## config.mk

```make
export PLATFORM = sky130hd
export DESIGN_NAME = tccu_top
export DESIGN_NICKNAME = d
export VERILOG_FILES = /design/src/rtl/tccu_pkg.sv /design/src/rtl/tccu_top.sv
export SDC_FILE = /design/constraint.sdc
export NUM_CORES = 1
export LEC_CHECK = 0
export BUFFER_PORTS_ARGS = -buffer_cell sky130_fd_sc_hd__buf_2
export CAP_MARGIN = 30
export CORE_ASPECT_RATIO = 0.75
export CORE_MARGIN = 1.5
export CORE_UTILIZATION = 35
export DETAILED_ROUTE_END_ITERATION = 10
export GPL_TIMING_DRIVEN = 0
export SYNTH_ARGS = -nofsm -noshare
export SYNTH_HDL_FRONTEND = slang
export SYNTH_SLANG_ARGS = --single-unit
```

## constraint.sdc

```tcl
create_clock -name clk -period 6.2 [get_ports clk]
set_clock_uncertainty 0.1 [all_clocks]
set_input_delay 1.24 -clock clk [delete_from_list [all_inputs] [get_ports clk]]
set_output_delay 1.24 -clock clk [all_outputs]
set_load 0.005 [all_outputs]
```

## src/rtl/tccu_pkg.sv

```systemverilog
// Constants shared by the capture/compare unit: register map, field layout,
// mode encodings and reset values.
// Assumes a 32-bit AXI4-Lite bus with word-aligned registers.
package tccu_pkg;
   // ----------------------------------------------------------------------
   // Register offsets (byte addresses)
   // ----------------------------------------------------------------------
   localparam logic [7:0] OFF_CONTROL    = 8'h00;
   localparam logic [7:0] OFF_VALUE_LOW  = 8'h04;
   localparam logic [7:0] OFF_VALUE_HIGH = 8'h08;
   localparam logic [7:0] OFF_STATUS     = 8'h0C;
   localparam logic [7:0] OFF_TIMER      = 8'h10;
   // ----------------------------------------------------------------------
   // Field positions
   // ----------------------------------------------------------------------
   localparam int MODE_LSB     = 0;
   localparam int MODE_W       = 4;
   localparam int DUTY_LSB     = 4;
   localparam int DUTY_W       = 2;
   localparam int STAT_FLAG    = 0;
   localparam int STAT_PIN     = 1;
   localparam int STAT_ADC_EN  = 2;
   localparam int STAT_SLEEP   = 3;
   localparam int STAT_EXTCLK  = 4;
   // ----------------------------------------------------------------------
   // Mode encodings
   // ----------------------------------------------------------------------
   localparam logic [3:0] MODE_OFF      = 4'h0;
   localparam logic [3:0] MODE_TOGGLE   = 4'h2;
   localparam logic [3:0] MODE_CAP_FALL = 4'h4;
   localparam logic [3:0] MODE_CAP_RISE = 4'h5;
   localparam logic [3:0] MODE_CAP_R4   = 4'h6;
   localparam logic [3:0] MODE_CAP_R16  = 4'h7;
   localparam logic [3:0] MODE_SET      = 4'h8;
   localparam logic [3:0] MODE_CLEAR    = 4'h9;
   localparam logic [3:0] MODE_SWINT    = 4'hA;
   localparam logic [3:0] MODE_SPECIAL  = 4'hB;
   // ----------------------------------------------------------------------
   // Reset values and counts
   // ----------------------------------------------------------------------
   localparam logic [7:0]  CONTROL_RST = 8'h00;
   localparam logic [7:0]  VALUE_RST   = 8'h00;
   localparam logic [15:0] TIMER_RST   = 16'h0000;
   localparam logic [3:0]  PRESC_RST   = 4'h0;
   localparam logic [3:0]  PRESC_LAST4  = 4'h3;
   localparam logic [3:0]  PRESC_LAST16 = 4'hF;
   localparam logic [1:0]  RESP_OKAY   = 2'h0;
   localparam logic [1:0]  RESP_SLVERR = 2'h2;
endpackage

```

## src/rtl/tccu_top.sv

```systemverilog
// Capture/compare unit with its 16-bit timer, reached over AXI4-Lite.
// Assumes a single clock; the pin and the external timer clock come from
// outside and are synchronised here; timer prescale is out of scope.
`timescale 1ns/10ps

module tccu_top #(
   parameter int INSTR_DIV = 4
) (
   input  wire logic        clk,
   input  wire logic        rst,
   input  wire logic [7:0]  s_axi_awaddr,
   input  wire logic        s_axi_awvalid,
   output logic             s_axi_awready,
   input  wire logic [31:0] s_axi_wdata,
   input  wire logic [3:0]  s_axi_wstrb,
   input  wire logic        s_axi_wvalid,
   output logic             s_axi_wready,
   output logic [1:0]       s_axi_bresp,
   output logic             s_axi_bvalid,
   input  wire logic        s_axi_bready,
   input  wire logic [7:0]  s_axi_araddr,
   input  wire logic        s_axi_arvalid,
   output logic             s_axi_arready,
   output logic [31:0]      s_axi_rdata,
   output logic [1:0]       s_axi_rresp,
   output logic             s_axi_rvalid,
   input  wire logic        s_axi_rready,
   input  wire logic        capcmp_pin_in,
   output logic             capcmp_pin_out,
   output logic             capcmp_pin_oe,
   input  wire logic        timer_ext_clk_in,
   input  wire logic        sleep_req,
   output logic             special_event,
   output logic             adc_go
);

   initial begin
      if (INSTR_DIV < 2 || INSTR_DIV > 256) begin
         $error("INSTR_DIV out of range");
      end
   end

   // ----------------------------------------------------------------------
   // Input synchronisers
   // ----------------------------------------------------------------------
   logic [2:0] pin_sync_q,  pin_sync_d;
   logic [2:0] ext_sync_q,  ext_sync_d;
   logic [2:0] slp_sync_q,  slp_sync_d;
   logic       pin_lvl_q,   pin_lvl_d;
   logic       ext_lvl_q,   ext_lvl_d;
   logic       slp_lvl_q,   slp_lvl_d;
   logic       pin_rise,    pin_fall, ext_rise;

   // A change counts once the second and third stages agree.
   always_comb begin
      pin_sync_d = {pin_sync_q[1:0], capcmp_pin_in};
      ext_sync_d = {ext_sync_q[1:0], timer_ext_clk_in};
      slp_sync_d = {slp_sync_q[1:0], sleep_req};
      pin_lvl_d  = pin_lvl_q;
      ext_lvl_d  = ext_lvl_q;
      slp_lvl_d  = slp_lvl_q;
      if (pin_sync_q[1] == pin_sync_q[2]) begin
         pin_lvl_d = pin_sync_q[2];
      end
      if (ext_sync_q[1] == ext_sync_q[2]) begin
         ext_lvl_d = ext_sync_q[2];
      end
      if (slp_sync_q[1] == slp_sync_q[2]) begin
         slp_lvl_d = slp_sync_q[2];
      end
   end

   always_ff @(posedge clk) begin
      if (rst) begin
         pin_sync_q <= 3'h0;
         ext_sync_q <= 3'h0;
         slp_sync_q <= 3'h0;
         pin_lvl_q  <= 1'b0;
         ext_lvl_q  <= 1'b0;
         slp_lvl_q  <= 1'b0;
      end else begin
         pin_sync_q <= pin_sync_d;
         ext_sync_q <= ext_sync_d;
         slp_sync_q <= slp_sync_d;
         pin_lvl_q  <= pin_lvl_d;
         ext_lvl_q  <= ext_lvl_d;
         slp_lvl_q  <= slp_lvl_d;
      end
   end

   assign pin_rise = pin_lvl_d & ~pin_lvl_q;
   assign pin_fall = ~pin_lvl_d & pin_lvl_q;
   assign ext_rise = ext_lvl_d & ~ext_lvl_q;

   // ----------------------------------------------------------------------
   // Registers and bus slave
   // ----------------------------------------------------------------------
   logic [7:0]  ctrl_q,    ctrl_d;
   logic [15:0] value_q,   value_d;
   logic [15:0] timer_q,   timer_d;
   logic        ext_sel_q, ext_sel_d;
   logic        adc_en_q,  adc_en_d;
   logic        flag_q,    flag_d;
   logic        bvalid_q,  bvalid_d;
   logic        rvalid_q,  rvalid_d;
   logic [31:0] rdata_q,   rdata_d;
   logic [1:0]  bresp_q,   bresp_d;
   logic [1:0]  rresp_q,   rresp_d;
   logic        wr_fire,   rd_fire;
   logic        aw_rdy_q,  aw_rdy_d;
   logic        ar_rdy_q,  ar_rdy_d;
   logic        flag_clr;
   logic        capture,   match_evt;
   logic [3:0]  mode;

   assign mode    = ctrl_q[tccu_pkg::MODE_LSB +: tccu_pkg::MODE_W];
   // Ready is registered; a transfer is taken on the edge that sees it high.
   assign wr_fire = s_axi_awvalid & s_axi_wvalid & aw_rdy_q;
   assign rd_fire = s_axi_arvalid & ar_rdy_q;

   function automatic logic known_addr(input logic [7:0] a);
      known_addr = (a == tccu_pkg::OFF_CONTROL)
                || (a == tccu_pkg::OFF_VALUE_LOW)
                || (a == tccu_pkg::OFF_VALUE_HIGH)
                || (a == tccu_pkg::OFF_STATUS)
                || (a == tccu_pkg::OFF_TIMER);
   endfunction

   // Timer-tick, special-event and mode-decode signals used by the timer, prescaler and compare logic.
   logic        tick;
   logic        sev_q, sev_d;
   logic        in_capture, in_compare;

   assign in_capture = (mode[3:2] == 2'b01);
   assign in_compare = (mode == tccu_pkg::MODE_TOGGLE) || (mode[3:2] == 2'b10);

   always_comb begin
      ctrl_d    = ctrl_q;
      value_d   = value_q;
      ext_sel_d = ext_sel_q;
      adc_en_d  = adc_en_q;
      flag_clr  = 1'b0;
      bvalid_d  = bvalid_q & ~s_axi_bready;
      bresp_d   = bresp_q;
      rvalid_d  = rvalid_q & ~s_axi_rready;
      rdata_d   = rdata_q;
      rresp_d   = rresp_q;
      aw_rdy_d  = s_axi_awvalid & s_axi_wvalid & ~bvalid_q & ~aw_rdy_q;
      ar_rdy_d  = s_axi_arvalid & ~rvalid_q & ~ar_rdy_q;
      if (wr_fire) begin
         bvalid_d = 1'b1;
         bresp_d  = known_addr(s_axi_awaddr) ? tccu_pkg::RESP_OKAY
                                             : tccu_pkg::RESP_SLVERR;
         if (s_axi_wstrb[0]) begin
            unique case (s_axi_awaddr)
               tccu_pkg::OFF_CONTROL:    ctrl_d = {2'b00, s_axi_wdata[5:0]};
               tccu_pkg::OFF_VALUE_LOW:  value_d[7:0]  = s_axi_wdata[7:0];
               tccu_pkg::OFF_VALUE_HIGH: value_d[15:8] = s_axi_wdata[7:0];
               tccu_pkg::OFF_STATUS: begin
                  // Writing zero to the flag bit clears it.
                  flag_clr  = ~s_axi_wdata[tccu_pkg::STAT_FLAG];
                  adc_en_d  = s_axi_wdata[tccu_pkg::STAT_ADC_EN];
                  ext_sel_d = s_axi_wdata[tccu_pkg::STAT_EXTCLK];
               end
               default: ;
            endcase
         end
      end
      if (capture) begin
         value_d = timer_q;
      end
      if (rd_fire) begin
         rvalid_d = 1'b1;
         rresp_d  = known_addr(s_axi_araddr) ? tccu_pkg::RESP_OKAY
                                             : tccu_pkg::RESP_SLVERR;
         unique case (s_axi_araddr)
            tccu_pkg::OFF_CONTROL:    rdata_d = {24'h000000, ctrl_q};
            tccu_pkg::OFF_VALUE_LOW:  rdata_d = {24'h000000, value_q[7:0]};
            tccu_pkg::OFF_VALUE_HIGH: rdata_d = {24'h000000, value_q[15:8]};
            tccu_pkg::OFF_STATUS:     rdata_d = {27'h0000000, ext_sel_q,
                                                 slp_lvl_q, adc_en_q,
                                                 capcmp_pin_out, flag_q};
            tccu_pkg::OFF_TIMER:      rdata_d = {16'h0000, timer_q};
            default:                  rdata_d = 32'h00000000;
         endcase
      end
   end

   // Hardware set wins over a software clear in the same cycle.
   assign flag_d = capture | match_evt | (flag_q & ~flag_clr);

   always_ff @(posedge clk) begin
      if (rst) begin
         ctrl_q    <= tccu_pkg::CONTROL_RST;
         value_q   <= {tccu_pkg::VALUE_RST, tccu_pkg::VALUE_RST};
         ext_sel_q <= 1'b0;
         adc_en_q  <= 1'b0;
         flag_q    <= 1'b0;
         bvalid_q  <= 1'b0;
         bresp_q   <= tccu_pkg::RESP_OKAY;
         rvalid_q  <= 1'b0;
         rdata_q   <= 32'h00000000;
         rresp_q   <= tccu_pkg::RESP_OKAY;
         aw_rdy_q  <= 1'b0;
         ar_rdy_q  <= 1'b0;
      end else begin
         ctrl_q    <= ctrl_d;
         value_q   <= value_d;
         ext_sel_q <= ext_sel_d;
         adc_en_q  <= adc_en_d;
         flag_q    <= flag_d;
         bvalid_q  <= bvalid_d;
         bresp_q   <= bresp_d;
         rvalid_q  <= rvalid_d;
         rdata_q   <= rdata_d;
         rresp_q   <= rresp_d;
         aw_rdy_q  <= aw_rdy_d;
         ar_rdy_q  <= ar_rdy_d;
      end
   end

   assign s_axi_awready = aw_rdy_q;
   assign s_axi_wready  = aw_rdy_q;
   assign s_axi_arready = ar_rdy_q;
   assign s_axi_bvalid  = bvalid_q;
   assign s_axi_bresp   = bresp_q;
   assign s_axi_rvalid  = rvalid_q;
   assign s_axi_rdata   = rdata_q;
   assign s_axi_rresp   = rresp_q;

   // ----------------------------------------------------------------------
   // Timer
   // ----------------------------------------------------------------------
   logic [7:0] div_q, div_d;

   always_comb begin
      div_d = div_q;
      tick  = 1'b0;
      if (ext_sel_q) begin
         tick = ext_rise;
      end else if (!slp_lvl_q) begin
         if (div_q == 8'(INSTR_DIV - 1)) begin
            div_d = 8'h00;
            tick  = 1'b1;
         end else begin
            div_d = div_q + 8'h01;
         end
      end
      timer_d = timer_q;
      if (tick) begin
         // Reset is taken only if the match still holds at this tick.
         if (sev_q && mode == tccu_pkg::MODE_SPECIAL && value_q == timer_q) begin
            timer_d = tccu_pkg::TIMER_RST;
         end else begin
            timer_d = timer_q + 16'h0001;
         end
      end
   end

   always_ff @(posedge clk) begin
      if (rst) begin
         div_q   <= 8'h00;
         timer_q <= tccu_pkg::TIMER_RST;
      end else begin
         div_q   <= div_d;
         timer_q <= timer_d;
      end
   end

   // ----------------------------------------------------------------------
   // Capture prescaler
   // ----------------------------------------------------------------------
   logic [3:0] presc_q, presc_d;

   always_comb begin
      presc_d = presc_q;
      capture = 1'b0;
      if (!in_capture) begin
         presc_d = tccu_pkg::PRESC_RST;
      end else begin
         unique case (mode[1:0])
            2'b00: capture = pin_fall;
            2'b01: capture = pin_rise;
            2'b10: begin
               if (pin_rise) begin
                  // Count is kept across prescale changes.
                  capture = (presc_q[1:0] == tccu_pkg::PRESC_LAST4[1:0]);
                  presc_d = presc_q + 4'h1;
               end
            end
            2'b11: begin
               if (pin_rise) begin
                  capture = (presc_q == tccu_pkg::PRESC_LAST16);
                  presc_d = presc_q + 4'h1;
               end
            end
         endcase
      end
   end

   always_ff @(posedge clk) begin
      if (rst) begin
         presc_q <= tccu_pkg::PRESC_RST;
      end else begin
         presc_q <= presc_d;
      end
   end

   // ----------------------------------------------------------------------
   // Compare and output
   // ----------------------------------------------------------------------
   logic equal_q, equal_d;
   logic out_q,   out_d;
   logic oe_q,    oe_d;
   logic go_q,    go_d;

   always_comb begin
      equal_d   = in_compare && (value_q == timer_q);
      match_evt = equal_d & ~equal_q;
      out_d     = out_q;
      oe_d      = 1'b0;
      sev_d     = 1'b0;
      go_d      = 1'b0;
      if (mode == tccu_pkg::MODE_OFF) begin
         out_d = 1'b0;
      end
      unique case (mode)
         tccu_pkg::MODE_TOGGLE: begin
            oe_d = 1'b1;
            if (match_evt) out_d = ~out_q;
         end
         tccu_pkg::MODE_SET: begin
            oe_d = 1'b1;
            if (match_evt) out_d = 1'b1;
         end
         tccu_pkg::MODE_CLEAR: begin
            oe_d = 1'b1;
            if (match_evt) out_d = 1'b0;
         end
         tccu_pkg::MODE_SWINT: oe_d = 1'b0;
         tccu_pkg::MODE_SPECIAL: begin
            sev_d = equal_d;
            go_d  = match_evt & adc_en_q;
         end
         default: ;
      endcase
   end

   always_ff @(posedge clk) begin
      if (rst) begin
         equal_q <= 1'b0;
         out_q   <= 1'b0;
         oe_q    <= 1'b0;
         sev_q   <= 1'b0;
         go_q    <= 1'b0;
      end else begin
         equal_q <= equal_d;
         out_q   <= out_d;
         oe_q    <= oe_d;
         sev_q   <= sev_d;
         go_q    <= go_d;
      end
   end

   assign capcmp_pin_out = out_q;
   assign capcmp_pin_oe  = oe_q;
   assign special_event  = sev_q;
   assign adc_go         = go_q;

endmodule

```

==> metrics.md <==
| Metric | Value |
|---|---|
| Area leader, netlist | dfxtp_1 |
| Die area | 0.0130 mm2 |
| Cell variety after synth | ~50 |
| Filler Cell Count | between 1k and 1.5k |
| Worst Hold End | pin_sync_q[1] |
| Max VDD drop | approximately 150 uV |
| Clk Latency, worst-skew pair | between 300 and 400 ps |
| Post-synth EDFFs | 0 |
| Maximum fanout along the worst path | 10 |
| Status | finished clean |
| YS warnings | 0 |
| Nets@finish | between 600 and 700 |
| Gpl congestion | ~0.9 |
| Synth top area share | between 40 and 50% |
| Core box area | ~0.012 mm2 |
| TritonCTS buffer count | 9 |
| Initial core utilization | ~37% |
| Worst Setup Slack, final | a little under 3000 ps |
| CP startpoint kind | input pin |
| Area contributors post-synth | dfxtp_1 (43%), nor2_1 (6.7%), xnor2_1 (6.7%) |
| Leakage | between 2 and 2.5 nW |
| Total global routing track utilization | between 10% and 20% |
| Reg2Reg Setup Slack | 3520 ps |
| Finished Layout Cells | 740 |
| Clock slew at reported path FFs | 60 ps |
| Slew Viols, Final | 0 |
| Area of the multi-input gates | between 0.002 and 0.0025 mm2 |
| Fin. Hold Viols | 0 |
| Slew Limit Headroom | approximately 43% |
| Post-CTS Resized | 0 |
| Max frequency | 309 MHz |
| Crit path time final | between 3000 and 4000 ps |
| Setup TNS Final | 0 ps |
| Drt pass-1 iters | 4 |
| DIE WIDTH | 131 um |
| Ys async rst share | 0% |
| H-Tree Depth | 3 |
| Cell Area, Synth | approximately 0.0043 mm2 |
| RSZ-0062 raised after global routing | false |
| CP Class | input pin to flip-flop |
| Area Overhead vs Synth | 19.3% |
| Most instantiated cells after synthesis | dfxtp_1 (92), nor2_1 (77), xnor2_1 (33) |
| CTS tree | built |
| # setup viols final | 0 |
| Worst r2r dst | timer_q[13] |
| Critical Path Sink Type | flip-flop |
| Pin count of the biggest net entering global routing | 14 |
| Top FF cell, synth | dfxtp_1 |
| Crit path arrival time | roughly 3400 ps |
| Setup Buffers After CTS | 0 |
| Hpwl dp | between 8000 and 9000 um |
| Worst slew pin tran | approximately 840 ps |
| WL/cell | ~15 um |
| Vias in the first global route | 3,524 |
| Required @ worst endpoint | between 6000 and 7000 ps |
| Avg Vias per Cell | 5.02 |
| FF-to-FF Start | div_q[0] |
| Initial antenna violation count | 0 |
| Drt drc | 0 |
| Antenna viol nets, final | 0 |
| Die height | 99.2 um |
| Yosys reg bits | ~90 |
| Most common cell in the netlist | dfxtp_1 |
| Period utilization | between 50% and 60% |
| Drt total wl | roughly 11,000 um |
| Hold buffers post-CTS | 0 |
| Via Count | around 3.7k |
| Cells after DPL | slightly above 700 |
| Pwr Density | about 230 mW/mm2 |
| Detailed Route Iter0 Violations | between 200 and 250 |
| Grt ovf | 0 |
| Hold path cells | 1 |
| Diode count | 0 |
| Register area | between 0.0015 and 0.002 mm2 |
| Number of port buffers | 58 |
| HP Class | flip-flop to flip-flop |
| Layout cells sized above 1 | a little under a fifth |
| Synthesized instance count | approximately 490 |
| Row count | 34 |
| First-pass GRT wire length | 18,500 um |
| Hold Crit Start | pin_sync_q[0] |
| I/O pin count | ~110 |
| Max Cap Viol | 0 |
| Mapped Avg Cell Area | ~8.8 um2 |
| CTS Sinks | 92 |
| Post-synthesis sequential area ratio | approximately 43% |
| Pre-CTS WS | about 2600 ps |
| R2R depth | 7 |
| Clock Path Buffers | 2 |
| Root Driver | clkbuf_16 |
-- worst max-delay path, stage by stage --
cell and delay, ps:
buf_2 90, or4_1 540, or3_1 340, clkbuf_1 300
nor3_2 350, a221oi_1 220, a211oi_1 290
-- logic make-up (layout without fill, tap and decap cells) --
family	after synthesis	count (layout)	share of synthesized area [%]
compound gates	76	76	11.9
fa+ha+maj	3	3	0.870
mux	32	32	7.57
xor+xnor	40	40	8.12
simple gates	188	188	21.9
buf+inv	56	129	6.78
other cells	1	18	0.0869
flops	92	92	42.7
-- power by group --
| group | switching (mW) | leakage (nW) | internal [mW] | total [mW] |
|---|---|---|---|---|
| clock | 0.217 | 0.135 | 0.307 | 0.524 |
| sequential | 0.00759 | 0.744 | 0.600 | 0.608 |
| combinational | 0.0414 | 1.15 | 0.0315 | 0.0728 |
-- layout make-up --
class | instances | area share [%]
sequential | 92 | 35.8
timing repair buffer | 59 | 5.71
inverter | 6 | 0.437
multi-input combinational | 357 | 43.6
buffer | 50 | 5.25
clock inverter | 3 | 0.778
tap | 162 | 3.94
clock buffer | 11 | 4.52
-- how the worst max path moves through the flow --
stage                    start              to  slack, ps  cells after the start
6_report       s_axi_araddr[7]  s_axi_rdata[0]       2970                      7
4_1_cts        s_axi_araddr[7]  s_axi_rdata[2]       2980                      7
3_3_place_gp   s_axi_araddr[7]  s_axi_rdata[1]       2690                      7
3_5_place_dp   s_axi_araddr[7]  s_axi_rdata[0]       2640                      7
2_1_floorplan  s_axi_awaddr[0]       ctrl_q[0]       3030                      6
5_1_grt        s_axi_araddr[7]  s_axi_rdata[2]       2850                      7
-- flip-flops by register name, summed over array words and instances (netlist names), 3 cells and up --
| register | cells |
|---|---|
| value_q | 16 |
| slp_sync_q | 3 |
| presc_q | 4 |
| ext_sync_q | 3 |
| s_axi_rdata | 16 |
| pin_sync_q | 3 |
| timer_q | 16 |
| div_q | 8 |
| ctrl_q | 6 |
-- cells in the final DEF, fill, tap and decap left out, drive strengths merged, types with 5 or more instances in the layout --
cell    synthesis  routed
dfxtp          92      92
nor3           11      11
or4             5       5
inv             6       6
nor2           77      77
mux2            5       5
clkbuf         24      35
a221oi          5       5
a21oi          22      22
a211oi         24      24
a22oi           7       7
nor2b          13      13
nand2          28      28
buf            26      85
xor2            7       7
nand3          13      13
conb            1      18
mux2i          27      27
xnor2          33      33
nor4b           7       7
o21ai           7       7
nand4           7       7
-- stage by stage --
stage | power (mW) | cell area [um2] | hold WS (ps) | utilization, %
finish | 1.21 | 5150 | 338 | 43.7
global route | 1.25 | 5150 | 360 | 43.7
CTS | 1.22 | 5150 | 337 | 43.7
detailed placement | 0.694 | 4880 | 322 | 41.4
global placement | 0.691 | 4870 | 318 | 41.3
floorplan | 0.663 | 4380 | 301 | -
-- layer usage --
layer / wire [um] / global-route usage, %
met5: 0 / 0
met1: 5790 / 26.4
met4: 144 / 5.19
met3: 834 / 4.64
met2: 4670 / 26.6
Power figures use the tool's default switching activity.
